## config.mk

```make
export PLATFORM = sky130hd
export DESIGN_NAME = citd_top
export DESIGN_NICKNAME = d
export VERILOG_FILES = /design/src/rtl/citd_pkg.sv /design/src/rtl/citd_if.sv /design/src/rtl/citd_lut.sv /design/src/rtl/citd_top.sv
export SDC_FILE = /design/constraint.sdc
export NUM_CORES = 1
export LEC_CHECK = 0
export ABC_AREA = 0
export BUFFER_PORTS_ARGS = -buffer_cell sky130_fd_sc_hd__buf_2
export CAP_MARGIN = 20
export CORE_MARGIN = 2
export CORE_UTILIZATION = 52
export CTS_BUF_LIST = sky130_fd_sc_hd__clkbuf_8 sky130_fd_sc_hd__clkbuf_16
export DETAILED_ROUTE_END_ITERATION = 12
export HOLD_SLACK_MARGIN = 0.06
export PLACE_DENSITY = 0.77
export SYNTH_ARGS = -nofsm -noshare
export SYNTH_HDL_FRONTEND = slang
export SYNTH_SLANG_ARGS = --single-unit
```

## constraint.sdc

```tcl
create_clock -name SYS_CLK -period 1.9 [get_ports SYS_CLK]
set_input_delay 0.095 -clock SYS_CLK [delete_from_list [all_inputs] [get_ports SYS_CLK]]
set_output_delay 0.095 -clock SYS_CLK [all_outputs]
set_load 0.005 [all_outputs]
```

## src/rtl/citd_pkg.sv

```systemverilog
// package: opcode classes, timing figures and states for the cycle decoder
package citd_pkg;

    // timing figures in core clock cycles, and instruction lengths in bytes
    localparam logic [3:0] CYC_ONE       = 4'h1;
    localparam logic [3:0] CYC_TWO       = 4'h2;
    localparam logic [3:0] CYC_THREE     = 4'h3;
    localparam logic [3:0] CYC_FOUR      = 4'h4;
    localparam logic [3:0] CYC_EIGHT     = 4'h8;
    localparam logic [3:0] CYC_CODE_MIN  = 4'h4;
    localparam logic [3:0] CYC_CODE_MAX  = 4'h7;
    localparam logic [1:0] LEN_ONE       = 2'h1;
    localparam logic [1:0] LEN_TWO       = 2'h2;
    localparam logic [1:0] LEN_THREE     = 2'h3;

    // stack pointer value after reset
    localparam logic [7:0] SP_RESET      = 8'h07;

    // opcode values with special handling
    localparam logic [7:0] OP_INC_PTR    = 8'hA3;
    localparam logic [7:0] OP_MUL        = 8'hA4;
    localparam logic [7:0] OP_DIV        = 8'h84;
    localparam logic [7:0] OP_PUSH       = 8'hC0;
    localparam logic [7:0] OP_LOAD_PTR   = 8'h90;
    localparam logic [7:0] OP_CODE_PTR   = 8'h93;
    localparam logic [7:0] OP_CODE_PC    = 8'h83;
    localparam logic [7:0] OP_XD_RD_RI0  = 8'hE2;
    localparam logic [7:0] OP_XD_RD_RI1  = 8'hE3;
    localparam logic [7:0] OP_XD_RD_PTR  = 8'hE0;
    localparam logic [7:0] OP_XD_WR_RI0  = 8'hF2;
    localparam logic [7:0] OP_XD_WR_RI1  = 8'hF3;
    localparam logic [7:0] OP_XD_WR_PTR  = 8'hF0;

    // decoder sequencing
    typedef enum logic [1:0] {CITD_IDLE, CITD_BUSY} citd_state_e;

endpackage

```

## src/rtl/citd_if.sv

```systemverilog
// interface: timing lookup request and answer between the decoder and its table
`timescale 1ns/1ps
interface citd_lut_if;
    logic [7:0] opcode;
    logic       lookup;
    logic [1:0] length;
    logic [3:0] cycles;
    logic       known;
    logic       xd_move;
    logic       xd_write;
    logic       code_read;
    logic       push;

    modport dec (output opcode, output lookup,
                 input length, input cycles, input known,
                 input xd_move, input xd_write, input code_read, input push);
    modport lut (input opcode, input lookup,
                 output length, output cycles, output known,
                 output xd_move, output xd_write, output code_read, output push);
endinterface

```

## src/rtl/citd_lut.sv

```systemverilog
// registered opcode to byte-length and cycle-count table
`timescale 1ns/1ps
module citd_lut
    import citd_pkg::*;
(
    // clock and reset
    input wire logic SYS_CLK,
    input wire logic RST_N,
    // lookup
    citd_lut_if.lut  lk
);

    typedef struct packed {
        logic [1:0] length;
        logic [3:0] cycles;
        logic       known;
        logic       xd_move;
        logic       xd_write;
        logic       code_read;
        logic       push;
    } citd_lut_s;

    citd_lut_s st_reg;
    citd_lut_s st_next;
    logic [2:0] hi;
    logic [3:0] lo;

    // decode the opcode into length and cycles; answer one cycle after lookup
    always_comb
    begin
        st_next = st_reg;
        hi = lk.opcode[7:5];
        lo = lk.opcode[3:0];
        if (lk.lookup)
        begin
            st_next = '0;
            st_next.known = 1'b1;
            // column pattern shared by arithmetic, logic and accumulator moves
            if (lo >= 4'h8)
            begin
                st_next.length = LEN_ONE;          // register source
                st_next.cycles = CYC_ONE;
            end
            else if (lo >= 4'h6)
            begin
                st_next.length = LEN_ONE;          // indirect ram source
                st_next.cycles = CYC_TWO;
            end
            else if (lo == 4'h5)
            begin
                st_next.length = LEN_TWO;          // direct byte
                st_next.cycles = CYC_TWO;
            end
            else if (lo == 4'h4)
            begin
                st_next.length = LEN_TWO;          // immediate
                st_next.cycles = CYC_TWO;
            end
            else
                st_next.known = 1'b0;
            unique case (lk.opcode[7:4])
                4'h2, 4'h3, 4'h9, 4'h4, 4'h5, 4'h6: ;
                4'h0, 4'h1:
                begin
                    if (lo == 4'h4)
                    begin
                        st_next.length = LEN_ONE;  // accumulator form
                        st_next.cycles = CYC_ONE;
                    end
                end
                4'hE:
                begin
                    if (lo == 4'h4)
                    begin
                        st_next.length = LEN_ONE;  // clear accumulator
                        st_next.cycles = CYC_ONE;
                    end
                end
                4'hF:
                begin
                    if (lo == 4'h4)
                    begin
                        st_next.length = LEN_ONE;
                        st_next.cycles = CYC_ONE;  // complement accumulator
                    end
                    else if (lo == 4'h5)
                    begin
                        st_next.length = LEN_TWO;
                        st_next.cycles = CYC_TWO;
                    end
                    else if (lo >= 4'h6 && lo <= 4'h7)
                        st_next.cycles = CYC_TWO;
                    else if (lo >= 4'h8)
                        st_next.cycles = CYC_ONE;
                end
                4'h7, 4'hA, 4'h8:
                begin
                    if (lo >= 4'h8)
                    begin
                        st_next.length = LEN_TWO;
                        st_next.cycles = CYC_TWO;
                    end
                    else if (lo >= 4'h6)
                    begin
                        st_next.length = LEN_TWO;
                        st_next.cycles = CYC_TWO;
                    end
                    else if (lo == 4'h5 && lk.opcode[7:4] != 4'hA)  // direct or immediate into direct
                    begin
                        st_next.length = LEN_THREE;
                        st_next.cycles = CYC_THREE;
                    end
                    else if (lo == 4'h4 && lk.opcode[7:4] == 4'h7)
                    begin
                        st_next.length = LEN_TWO;
                        st_next.cycles = CYC_TWO;
                    end
                    else
                        st_next.known = 1'b0;
                end
                default:                                   // others
                begin
                    st_next.known = 1'b0;
                    if (lo == 4'h4 || lk.opcode[7:4] == 4'hC || lk.opcode[7:4] == 4'hD)
                    begin
                        st_next.known  = (lo == 4'h4);
                        st_next.length = LEN_ONE;
                        st_next.cycles = CYC_ONE;
                    end
                end
            endcase
            // direct-destination logic ops in column 2, then the three-byte immediate forms in column 3 of rows 4..6
            if ((hi == 3'h2 || hi == 3'h3 || lk.opcode[7:4] == 4'h6) && lo == 4'h2)
            begin
                st_next.known  = 1'b1;
                st_next.length = LEN_TWO;
                st_next.cycles = CYC_TWO;
            end
            if ((lk.opcode[7:4] >= 4'h4 && lk.opcode[7:4] <= 4'h6) && lo == 4'h3)
            begin
                st_next.known  = 1'b1;
                st_next.length = LEN_THREE;
                st_next.cycles = CYC_THREE;
            end
            // rotates sit in column 3 of rows 0..3; column 4 is immediate and keeps 2/2 in rows 2..7 and 9 only
            if (lk.opcode[7:6] == 2'h0 && lo == 4'h3)
            begin
                st_next.known  = 1'b1;
                st_next.length = LEN_ONE;
                st_next.cycles = CYC_ONE;
            end
            // single opcodes
            unique case (lk.opcode)
                OP_INC_PTR:  begin st_next.known = 1'b1; st_next.length = LEN_ONE;
                             st_next.cycles = CYC_ONE; end
                OP_MUL:      begin st_next.known = 1'b1; st_next.length = LEN_ONE;
                             st_next.cycles = CYC_FOUR; end
                OP_DIV:      begin st_next.known = 1'b1; st_next.length = LEN_ONE;
                             st_next.cycles = CYC_EIGHT; end
                8'hD4:       begin st_next.known = 1'b1; st_next.length = LEN_ONE;
                             st_next.cycles = CYC_ONE; end
                OP_LOAD_PTR: begin st_next.known = 1'b1; st_next.length = LEN_THREE;
                             st_next.cycles = CYC_THREE; end
                OP_PUSH:     begin st_next.known = 1'b1; st_next.length = LEN_TWO;
                             st_next.cycles = CYC_TWO; st_next.push = 1'b1; end
                OP_CODE_PTR, OP_CODE_PC:
                             begin st_next.known = 1'b1; st_next.length = LEN_ONE;
                             st_next.cycles = CYC_CODE_MIN; st_next.code_read = 1'b1; end
                OP_XD_RD_RI0, OP_XD_RD_RI1, OP_XD_RD_PTR:
                             begin st_next.known = 1'b1; st_next.length = LEN_ONE;
                             st_next.cycles = CYC_THREE; st_next.xd_move = 1'b1; end
                OP_XD_WR_RI0, OP_XD_WR_RI1, OP_XD_WR_PTR:
                             begin st_next.known = 1'b1; st_next.length = LEN_ONE;
                             st_next.cycles = CYC_THREE; st_next.xd_move = 1'b1;
                             st_next.xd_write = 1'b1; end
                default: ;
            endcase
        end
        if (!RST_N)
            st_next = '0;
    end

    // registered answer
    always_ff @(posedge SYS_CLK)
        st_reg <= st_next;

    assign lk.length    = st_reg.length;
    assign lk.cycles    = st_reg.cycles;
    assign lk.known     = st_reg.known;
    assign lk.xd_move   = st_reg.xd_move;
    assign lk.xd_write  = st_reg.xd_write;
    assign lk.code_read = st_reg.code_read;
    assign lk.push      = st_reg.push;

endmodule

```

## src/rtl/citd_top.sv

```systemverilog
// instruction length and cycle decoder that holds the core pipeline
`timescale 1ns/1ps
module citd_top
    import citd_pkg::*;
(
    // clock and reset
    input  wire logic       SYS_CLK,
    input  wire logic       RST_N,
    // instruction issue from fetch
    input  wire logic       ISSUE,
    input  wire logic [7:0] OPCODE,
    input  wire logic       PREFETCH_ENABLE,
    input  wire logic [1:0] FLASH_READ_TIMING,
    input  wire logic       CODE_ALIGN_ODD,
    input  wire logic       FLASH_TARGET,
    input  wire logic       FLASH_ERASE,
    // answers to the pipeline
    output logic            READY,
    output logic            HOLD,
    output logic            DONE,
    output logic [1:0]      LENGTH,
    output logic [3:0]      CYCLES,
    output logic            UNKNOWN_OP,
    output logic            TIMING_VALID,
    // memory strobes and stack pointer
    output logic            FLASH_WRITE,
    output logic            FLASH_ERASE_STB,
    output logic            XDATA_WRITE,
    output logic            STACK_WRITE,
    output logic [7:0]      STACK_POINTER
);

    typedef struct packed {
        citd_state_e state;
        logic [3:0]  left;
        logic        hold;
        logic        done;
        logic        ready;
        logic [1:0]  length;
        logic [3:0]  cycles;
        logic        unknown;
        logic        tvalid;
        logic        pf_en;
        logic        fl_wr;
        logic        fl_er;
        logic        xd_wr;
        logic        stk_wr;
        logic [7:0]  sp;
        logic        ftgt;
        logic        fers;
        logic [3:0]  code_cyc;
    } citd_top_s;

    citd_top_s   st_reg;
    citd_top_s   st_next;
    citd_lut_if  lk ();

    // table lookup is registered, so answers appear one cycle after issue
    citd_lut u_lut (
        .SYS_CLK (SYS_CLK),
        .RST_N   (RST_N),
        .lk      (lk)
    );

    assign lk.opcode = OPCODE;
    assign lk.lookup = ISSUE && st_reg.ready;

    // code read time: base plus alignment and flash wait setting, capped
    function automatic logic [3:0] code_time(input logic odd, input logic [1:0] frt);
        logic [3:0] t;
        t = CYC_CODE_MIN + {3'h0, odd} + {2'h0, frt};
        if (t > CYC_CODE_MAX)
            t = CYC_CODE_MAX;
        return t;
    endfunction

    // sequencing: idle takes an issue, busy counts down the table figure, or the code read time for code reads
    always_comb
    begin
        st_next        = st_reg;
        st_next.done   = 1'b0;
        st_next.fl_wr  = 1'b0;
        st_next.fl_er  = 1'b0;
        st_next.xd_wr  = 1'b0;
        st_next.stk_wr = 1'b0;
        unique case (st_reg.state)
            CITD_IDLE:
            begin
                if (ISSUE && st_reg.ready)
                begin
                    st_next.state    = CITD_BUSY;
                    st_next.ready    = 1'b0;
                    st_next.hold     = 1'b1;
                    st_next.left     = 4'h0;
                    st_next.pf_en    = PREFETCH_ENABLE;
                    st_next.ftgt     = FLASH_TARGET;
                    st_next.fers     = FLASH_ERASE;
                    st_next.code_cyc = code_time(CODE_ALIGN_ODD, FLASH_READ_TIMING);
                end
            end
            CITD_BUSY:
            begin
                if (st_reg.left == 4'h0)
                begin
                    // table answer arrives now; this cycle counts as the first
                    st_next.length  = lk.length;
                    st_next.unknown = !lk.known;
                    st_next.tvalid  = st_reg.pf_en;
                    st_next.cycles  = lk.code_read ? st_reg.code_cyc : lk.cycles;
                    st_next.left    = (lk.code_read ? st_reg.code_cyc : lk.cycles)
                                      - 4'h1;
                    if (lk.push)
                    begin
                        st_next.sp     = st_reg.sp + 8'h01;
                        st_next.stk_wr = 1'b1;
                    end
                    if (lk.xd_write)
                    begin
                        st_next.fl_wr = st_reg.ftgt && !st_reg.fers;
                        st_next.fl_er = st_reg.ftgt && st_reg.fers;
                        st_next.xd_wr = !st_reg.ftgt;
                    end
                    // an opcode with no figure releases after one held cycle, never wraps
                    if (lk.cycles <= CYC_ONE && !lk.code_read)
                    begin
                        st_next.state = CITD_IDLE;
                        st_next.hold  = 1'b0;
                        st_next.done  = 1'b1;
                        st_next.ready = 1'b1;
                    end
                end
                else
                begin
                    st_next.left = st_reg.left - 4'h1;
                    if (st_reg.left == 4'h1)
                    begin
                        st_next.state = CITD_IDLE;
                        st_next.hold  = 1'b0;
                        st_next.done  = 1'b1;
                        st_next.ready = 1'b1;
                    end
                end
            end
        endcase
        if (!RST_N)
        begin
            st_next       = '0;
            st_next.state = CITD_IDLE;
            st_next.ready = 1'b1;
            st_next.sp    = SP_RESET;
        end
    end

    // single state register
    always_ff @(posedge SYS_CLK)
        st_reg <= st_next;

    // outputs straight from the state flops
    assign READY           = st_reg.ready;
    assign HOLD            = st_reg.hold;
    assign DONE            = st_reg.done;
    assign LENGTH          = st_reg.length;
    assign CYCLES          = st_reg.cycles;
    assign UNKNOWN_OP      = st_reg.unknown;
    assign TIMING_VALID    = st_reg.tvalid;
    assign FLASH_WRITE     = st_reg.fl_wr;
    assign FLASH_ERASE_STB = st_reg.fl_er;
    assign XDATA_WRITE     = st_reg.xd_wr;
    assign STACK_WRITE     = st_reg.stk_wr;
    assign STACK_POINTER   = st_reg.sp;
endmodule

```

==> results.md, run 1 <==
* Vias per inst at 5.777
* Clock latency on the worst-skew pair at 0.30 ns
* Synth top cells by count: 44 x dfxtp_1, 25 x nand2_1, 16 x a21oi_1, 16 x nor2_1, 15 x o21ai_0
* Pre-antenna DRT Iters at 4
* Final setup vio count at 0
* Outcome: complete, no violations
* Final hold viol count at 0
* Synth Flop Type: dfxtp_1
* Synthesized flop and latch total at 44
* Ant diodes at 0
* CTS Root Cell: clkbuf_8
* CTS Buf Count at 5
* Beginning of the worst hold path: PREFETCH_ENABLE
* Die W at 76.73 um
* Power density cells at 781.1 nW/um2
* Crit path max-delay cell type: dfxtp_1
* Max FFs per register at 11
* Antenna-violating nets left at 0
* Hold WC Path Type: primary input to register
* Top-count cell post-synth: dfxtp_1
* Final wirelength at 6046 um
* Post-synth top area cell: dfxtp_1
* Layout Cell Area excl Fill at 3088 um2
* Clock Path Buffers at 2
* Hold Crit Endpoint: st_reg[18]
* Synth top area share at 32.03%
* Initial antenna violation count at 0
* Yosys cell types at 73
* Worst r2r src: st_reg[30]
* Crit Path Max Fanout at 5
* Synth Instances at 323
* RSZ-0062 raised after global routing: false
* Share of layout cells above drive strength 1 at 24.72%
* Sink Count at 44
* Worst-Margin Slew at 0.4649 ns
* Place WS at 0.03313 ns
* DR vias at 2,438
* Average size of a mapped cell at 8.514 um2
* H-tree depth at 2
* Synth top area cells: dfxtp_1 32%, mux2i_1 4.4%, buf_4 3.8%
* P&R area growth vs syn at 12.28%
* WHS Path Cells at 3
* Cell area after synthesis at 2750 um2
* Starting DRT DRC Count at 112
* Reg-to-reg setup timing slack at 0.08 ns
* MaxCap Viol Count at 0
* CTS tree: built
* Crit path launch type: register
* Final period util at 95.59%
* Final #Nets at 373
* Critical path class: register to register
* Worst VDD drop at 409.0 uV
* Cells along the critical path: inv_1, ha_2, nor4bb_4, buf_4, and2_1, nand4_1, xnor2_1, and2_1
* Die Height at 76.73 um
* Core area at 5107 um2
* Routability cong. at 0.9413
* FP Rows at 26
* Gr usage total at 20.88%
* Reg2Reg Depth at 8
* Synth Warn # at 0
* Setup TNS at 0 ns
* Clock Pin Slew Worst Setup and Hold Paths at 0.08 ns
* Crit-path max cell delay at 0.35 ns
* Worst Path Arrival at 2.02 ns
* R2r endpoint: STACK_POINTER[3]
* Worst relative slew slack at 68.89%
* Fin. max-slew vios at 0
* Per-cell routed wire length at 14.33 um
* Fmax at 0.5506 GHz
* Seq/Total Area, Yosys at 32.03%
* Number of flops mapped to enable cells by yosys at 0
* Io pins at 40
* Pleak at 1.315 nW
* Post-place instance area at 2925 um2
* Synthesized Nets at 345
* # DRC at 0
* Die footprint at 5887 um2
* Worst EP required at 2.10 ns
* Top cell by count, worst path: and2_1
* Largest net degree at the start of global routing at 30
* Final design utilization at 60.46%
* FFs w/ async S/R, synth at 0%
* Final WS setup at 0.08374 ns
* Final Skew at 0.009831 ns
* Initial Utilization at 53.85%
* First-pass GRT wire length at 10,160 um
* Vias in the first global route at 2,190
* CP endpoint kind: register
* Buffers on Ports at 39
* Final HPWL DP at 4429 um
* Fillers at 459
* Tmin final at 1.816 ns
* Remaining global-route overflow at 0
==> cells in the final DEF, fill, tap and decap left out, types with 2 or more instances in the layout <==
cell type      count
dlygate4sd3_1      2
and3_1             6
nor2b_1            9
nor4_1             4
a21boi_0           5
nand2b_1           4
nand3b_1           2
buf_4             20
nor3_1             7
and3_2             2
nand3_1           12
o31ai_1            3
nor3b_1            3
buf_2             39
mux2i_1           12
dfxtp_1           44
a21oi_1           16
nor4b_1            3
o21bai_1           2
and2_1            11
ha_1               4
xnor2_1            8
nand2_1           25
o21a_1             3
clkbuf_8           6
a211oi_1           2
o221ai_1           2
o21ai_0           15
inv_1              7
xor2_1             2
o2111ai_1          2
a22oi_1            3
nor2_1            16
o211a_1            8
or3b_2             2
a31oi_1            3
==> critical path, delay by kind of cell, from the launching register on <==
kind | cells | cell delay, ns
and+or+nand+nor | 4 | 0.77
DFF | 1 | 0.35
buffers and inverters | 2 | 0.26
xor gates and xnor gates | 1 | 0.16
adders and majority gates | 1 | 0.18
==> layout make-up <==
cell class	count	area [um2]	share of cell area, %
Sequential cell	44	880.8	28.53
Inverter	8	30.03	0.9724
Clock inverter	2	38.79	1.256
Timing Repair Buffer	62	385.4	12.48
Multi-Input combinational cell	230	1583	51.26
Clock buffer	6	82.58	2.674
Tap cell	70	87.58	2.836
==> power breakdown <==
part | switching [mW] | total, mW | internal, mW
registers | 0.0553 | 1.05 | 0.999
logic | 0.327 | 0.610 | 0.282
clock network | 0.318 | 0.748 | 0.430
total | 0.701 | 2.41 | 1.71
==> per-layer routing <==
metal | up-vias | share of wire (%) | GRT usage, %
li1 | 1208 | - | -
met1 | 1124 | 46 | 27.54
met2 | 94 | 47 | 34.30
met3 | 12 | 5.4 | 3.176
met4 | 0 | 1.8 | 8.182
met5 | - | 0 | 0
==> cell families after synthesis <==
kind of cell    count (synthesis)  share of synthesized area (%)
compound gates                 81                          21.29
mux                            12                          4.368
flops                          44                          32.03
simple gates                  122                          25.71
buf+inv                        49                          11.15
xor+xnor                       10                          3.185
fa+ha+maj                       5                          2.275
==> through the flow <==
| stage | instances | hold slack, ns | power [mW] |
|---|---|---|---|
| final | 422 | 0.06303 | 2.412 |
| after global routing | 422 | 0.08636 | 2.534 |
| after CTS | 421 | 0.06332 | 2.414 |
| after detailed placement | 411 | 0.3532 | 1.653 |
| after global placement | 411 | 0.3475 | 1.643 |
| after floorplan | 323 | 0.2399 | 1.502 |
==> worst max-delay path by stage <==
stage,start,to,slack [ns],depth (start not counted)
after CTS,st_reg[31],STACK_POINTER[5],0.03,8
after global placement,st_reg[30],STACK_POINTER[7],0.08,8
after floorplan,st_reg[30],STACK_POINTER[3],0.003,9
after global routing,st_reg[30],STACK_POINTER[7],0.007,8
final,st_reg[30],STACK_POINTER[3],0.08,8
after detailed placement,st_reg[30],STACK_POINTER[5],0.03,8
==> timing repair <==
action / 4_1_cts / 5_1_grt
endpoints found under the hold margin: 2 / 0
hold buffers: 2 / 0
pin swaps: 0 / 0
setup buffers: 0 / 1
gates resized for setup: 1 / 3
endpoints found under the setup margin: 3 / 6
(Power assumes the default switching activity.)
==> run 2: changes to the inputs <==
--- a/config.mk
+++ b/config.mk
@@ -13,7 +13,8 @@
 export CTS_BUF_LIST = sky130_fd_sc_hd__clkbuf_8 sky130_fd_sc_hd__clkbuf_16
 export DETAILED_ROUTE_END_ITERATION = 12
 export HOLD_SLACK_MARGIN = 0.06
-export PLACE_DENSITY = 0.77
+export PLACE_DENSITY = 0.76
 export SYNTH_ARGS = -nofsm -noshare
 export SYNTH_HDL_FRONTEND = slang
+export SYNTH_HIERARCHICAL = 1
 export SYNTH_SLANG_ARGS = --single-unit
==> results.md, run 2 <==
* Worst Path Arrival at 1.96 ns (-0.06 ns)
* Fmax at 0.5661 GHz (+2.8%)
* Reg area at 880.8 um2 (unchanged)
* CP endpoint kind: register
* Initial Utilization at 53.37% (-0.48 points)
* Final wirelength at 6443 um (+6.6%)
* Clock latency on the worst-skew pair at 0.29 ns (about the same)
* Beginning of the worst hold path: FLASH_ERASE
* Outcome: complete, no violations
* Initial antenna violation count at 0 (unchanged)
* Tightest hold margin at 0.07018 ns (+0.007146 ns)
* Remaining global-route overflow at 0 (unchanged)
* R2r endpoint: st_reg[31]
* Worst VDD drop at 550.9 uV (+35%)
* Pre-antenna DRT Iters at 4 (unchanged)
* Clock Path Buffers at 2 (unchanged)
* Critical path class: register to register
* Power density cells at 737.2 nW/um2 (-5.6%)
* Per-cell routed wire length at 15.05 um (+5.1%)
* CTS-repair resized insts at 0 (-1)
* Ant diodes at 0 (unchanged)
* Die Height at 78.72 um (+2.6%)
* Cell Count, Final, Fillers Out at 428 (+1.4%)
* Fillers at 515 (+12%)
* Pleak at 1.344 nW (+2.2%)
* Starting DRT DRC Count at 125 (+12%)
* Most frequent cells in the layout: 44 x dfxtp_1, 39 x buf_2, 33 x nand2_1
* Routability cong. at 0.9068 (-3.7%)
* Buffers on Ports at 39 (unchanged)
* Synth Warn # at 6 (+6)
* Sink Count at 44 (unchanged)
* Die W at 78.72 um (+2.6%)
* Cell area after synthesis at 2903 um2 (+5.6%)
* Final HPWL DP at 4686 um (+5.8%)
* Worst relative slew slack at 64.02% (-4.9 points)
* CTS Root Cell: clkbuf_8
* Reg-to-reg setup timing slack at 0.13 ns (+0.05 ns)
* Worst EP required at 2.09 ns (about the same)
* Max FFs per register at 12 (+1)
* Crit path launch type: register
* Final hold viol count at 0 (unchanged)
* DR vias at 2,535 (+4.0%)
* Gr usage total at 21.76% (+0.88 points)
* Footprint of the multi-input gates at 1675 um2 (+5.8%)
* Io pins at 40 (unchanged)
* Average size of a mapped cell at 8.665 um2 (+1.8%)
* FP Rows at 27 (+3.8%)
* Hold WC Path Type: primary input to register
* Critical path endpoint: st_reg[31]
* MaxCap Viol Count at 0 (unchanged)
* Core area at 5439 um2 (+6.5%)
* Vias per inst at 5.923 (+2.5%)
* Setup TNS at 0 ns (unchanged)
* Share of layout cells above drive strength 1 at 22.47% (-2.2 points)
* Tmin final at 1.767 ns (-0.04976 ns)
* Synth Instances at 335 (+3.7%)
* Worst-Margin Slew at 0.5261 ns (+0.06120 ns)
* Worst r2r src: st_reg[31]
* # DRC at 0 (unchanged)
* Largest net degree at the start of global routing at 27 (-10%)
* Vias in the first global route at 2,311 (+5.5%)
* Commonest non-fill, non-tap cell in the layout: dfxtp_1
* Die footprint at 6196 um2 (+5.3%)
* Crit Path Max Fanout at 6 (+1)
* Final Skew at 0.007325 ns (-0.002506 ns)
* Reg2Reg Depth at 6 (-2)
* Fin. max-slew vios at 0 (unchanged)
* Final period util at 92.97% (-2.6 points)
* CTS Buf Count at 5 (unchanged)
* Post CTS Setup Buffer Count at 0 (unchanged)
* Synthesized Nets at 357 (+3.5%)
* Final setup vio count at 0 (unchanged)
* H-tree depth at 2 (unchanged)
* Placed cells at 420 (+2.2%)
* Hold_buf cts at 0 (-2)
* Crit path from: st_reg[31]
* Final #Nets at 377 (+1.1%)
* Antenna-violating nets left at 0 (unchanged)
* First-pass GRT wire length at 10,940 um (+7.6%)
* Pwr Total at 2.286 mW (-5.2%)
* P&R area growth vs syn at 6.810%
* CTS tree: built
* RSZ-0062 raised after global routing: false
* Clock Pin Slew Worst Setup and Hold Paths at 0.08 ns (about the same)
==> run 2: per-stage QoR <==
stage | utilization [%] | instance area, um2 | setup slack, ns
3_3_place_gp | 55.30 | 3008 | 0.1417
6_report | 57.00 | 3100 | 0.1335
4_1_cts | 57.00 | 3100 | 0.1227
3_5_place_dp | 55.30 | 3008 | 0.1424
2_1_floorplan | - | 2903 | 0.2974
5_1_grt | 57.00 | 3100 | 0.02063
==> run 2: worst min path at each step <==
stage,to,cells past startpoint
3_5_place_dp,st_reg[4],3
5_1_grt,st_reg[5],3
3_3_place_gp,st_reg[18],3
6_report,st_reg[4],3
2_1_floorplan,STACK_POINTER[7],2
4_1_cts,st_reg[4],3
==> run 2: where the power goes <==
part / internal (mW) / leakage, nW / switching (mW) / total (mW)
registers: 1.00 / 0.359 / 0.0628 / 1.07
logic: 0.279 / 0.934 / 0.347 / 0.626
clock network: 0.290 / 0.0510 / 0.305 / 0.595
total: 1.57 / 1.34 / 0.715 / 2.29
==> run 2: worst max-delay path, stage by stage, from the launching register on <==
cell and delay, ns:
dfxtp_1 0.35, inv_1 0.09, ha_1 0.28, or3b_1 0.48, a32oi_1 0.23, o21ai_1 0.09
and2_1 0.15
==> run 2: area by class of cell <==
type | instances | share of cell area, %
Multi-Input combinational cell | 240 | 54.04
Timing Repair Buffer | 55 | 10.57
Sequential cell | 44 | 28.41
Tap cell | 72 | 2.906
Clock buffer | 6 | 2.663
Clock inverter | 2 | 0.3228
Inverter | 9 | 1.090
==> run 2: routing by layer <==
metal,share of wire [%],vias up,GRT usage [%]
met5,0,-,0
met4,2.5,0,7.193
met3,5.0,18,3.750
met2,46,77,35.47
met1,46,1193,29.26
li1,-,1247,-
==> run 3: changes to the inputs <==
--- a/config.mk
+++ b/config.mk
@@ -13,6 +13,7 @@
 export CTS_BUF_LIST = sky130_fd_sc_hd__clkbuf_8 sky130_fd_sc_hd__clkbuf_16
 export DETAILED_ROUTE_END_ITERATION = 12
 export HOLD_SLACK_MARGIN = 0.06
+export MAX_ROUTING_LAYER = met4
 export PLACE_DENSITY = 0.76
 export SYNTH_ARGS = -nofsm -noshare
 export SYNTH_HDL_FRONTEND = slang
==> results.md, run 3 (same netlist as run 2, synthesis figures left out) <==
* Starting DRT DRC Count at 146 (+17%)
* Final Skew at 0.005122 ns (-0.002204 ns)
* Outcome: complete, no violations
* Fmax at 0.5690 GHz (+0.52%)
* Final hold viol count at 0 (unchanged)
* Crit path launch type: register
* # DRC at 0 (unchanged)
* Worst VDD drop at 477.0 uV (-13%)
* Pleak at 1.361 nW (+1.3%)
* Clock Path Buffers at 2 (unchanged)
* Initial Utilization at 53.37% (unchanged)
* Initial antenna violation count at 0 (unchanged)
* Commonest non-fill, non-tap cell in the layout: dfxtp_1
* Critical path class: register to register
* Final wirelength at 6323 um (-1.9%)
* CTS Buf Count at 5 (unchanged)
* Die footprint at 6196 um2 (unchanged)
* Gr usage total at 21.27% (-0.49 points)
* Clock Pin Slew Worst Setup and Hold Paths at 0.08 ns (about the same)
* First-pass GRT wire length at 10,340 um (-5.4%)
* MaxCap Viol Count at 0 (unchanged)
* WP buf/inv at 1 (unchanged)
* Vias in the first global route at 2,217 (-4.1%)
* Most frequent cells in the layout: 44 x dfxtp_1, 39 x buf_2, 33 x nand2_1
* Final #Nets at 378 (+0.27%)
* Hold_buf cts at 0 (unchanged)
* DR vias at 2,507 (-1.1%)
* Worst relative slew slack at 62.73% (-1.3 points)
* Final HPWL DP at 4666 um (-0.43%)
* Pwr Total at 2.508 mW (+9.7%)
* Core area at 5439 um2 (unchanged)
* CTS tree: built
* Largest net degree at the start of global routing at 23 (-15%)
* Crit path max-delay cell type: or3_1
* Worst-Margin Slew at 0.5584 ns (+0.03229 ns)
* Routability cong. at 0.9130 (+0.68%)
* Hold WC Path Type: primary input to register
* Worst EP required at 2.08 ns (about the same)
* Die W at 78.72 um (unchanged)
* Critical path's top delay family: simple AND/OR/NAND/NOR gates
* Sink Count at 44 (unchanged)
* Cells along the critical path: inv_1, ha_1, and4bb_1, nand2_1, or3_1, mux2i_1
* Power density cells at 797.1 nW/um2 (+8.1%)
* H-tree depth at 2 (unchanged)
* Setup TNS at 0 ns (unchanged)
* FP Rows at 27 (unchanged)
* Final design utilization at 57.86% (+0.85 points)
* Max FFs per register at 12 (unchanged)
* Tmin final at 1.757 ns (-0.009086 ns)
* Vias per inst at 5.857 (-1.1%)
* Tightest hold margin at 0.06740 ns (-0.002781 ns)
* Place WS at 0.1360 ns (-0.006334 ns)
* Buffers on Ports at 39 (unchanged)
* Crit-path max cell delay at 0.38 ns (-0.10 ns)
* Ant diodes at 0 (unchanged)
* Final period util at 92.50% (-0.48 points)
* Worst Path Arrival at 1.94 ns (-0.02 ns)
* Antenna-violating nets left at 0 (unchanged)
* Remaining global-route overflow at 0 (unchanged)
* CTS Root Cell: clkbuf_8
* Post CTS Setup Buffer Count at 0 (unchanged)
* Crit Path Max Fanout at 6 (unchanged)
* Pre-antenna DRT Iters at 5 (+1)
* Final setup vio count at 0 (unchanged)
* Fin. max-slew vios at 0 (unchanged)
* RSZ-0062 raised after global routing: false
* P&R area growth vs syn at 8.405%
* Clock latency on the worst-skew pair at 0.29 ns (about the same)
* Per-cell routed wire length at 14.77 um (-1.9%)
* Io pins at 40 (unchanged)
* Share of layout cells above drive strength 1 at 22.75% (+0.28 points)
* CP endpoint kind: register
* Die Height at 78.72 um (unchanged)
* Final WS setup at 0.1426 ns (+0.009086 ns)
-- run 3: layout make-up --
cell class,count,area (um2)
clock buffer,5,68.82
clock inverter,2,60.06
fill,472,2292
inverter,9,33.78
multi-input combinational,240,1678
sequential,44,880.8
tap,72,90.09
timing repair buffer,56,335.3
-- run 3: worst register-to-register path, stage by stage, from the launching register on --
cell      delay [ns]
dfxtp_1         0.35
inv_1           0.09
ha_1            0.26
and4bb_1        0.33
nand2_1         0.11
or3_1           0.38
mux2i_1         0.13
-- run 3: timing repair --
item | in CTS | in global routing
setup endpoints to repair | 0 | 1
gates resized for setup | 0 | 1
hold endpoints to repair | 0 | 0
-- run 3: path summary, 6_finish.rpt --
path	cells past startpoint	from	end	slack (ns)
max	6	st_reg[31]	STACK_POINTER[7]	0.14
min	3	FLASH_TARGET	st_reg[5]	0.07
max reg2reg	6	st_reg[31]	STACK_POINTER[7]	0.14
min reg2reg	2	st_reg[3]	st_reg[3]	0.43
-- run 3: metrics by stage --
stage / instance area, um2 / std cells
floorplan: 2903 / 335
detailed placement: 3015 / 421
finish: 3147 / 428
CTS: 3144 / 428
global placement: 3015 / 421
global route: 3147 / 428
-- run 3: power breakdown --
group          switching, mW  total [mW]  internal (mW)
Sequential            0.0619        1.06           1.00
Combinational          0.340       0.627          0.287
Clock                  0.300       0.817          0.517
Total                  0.702        2.51           1.81
-- run 3: layer usage --
layer	vias to the layer above	wire, um	track usage [%]
met5	-	0	-
met4	0	78	6.667
met3	8	316	4.091
met2	80	2959	32.56
met1	1173	2969	28.56
li1	1246	-	-
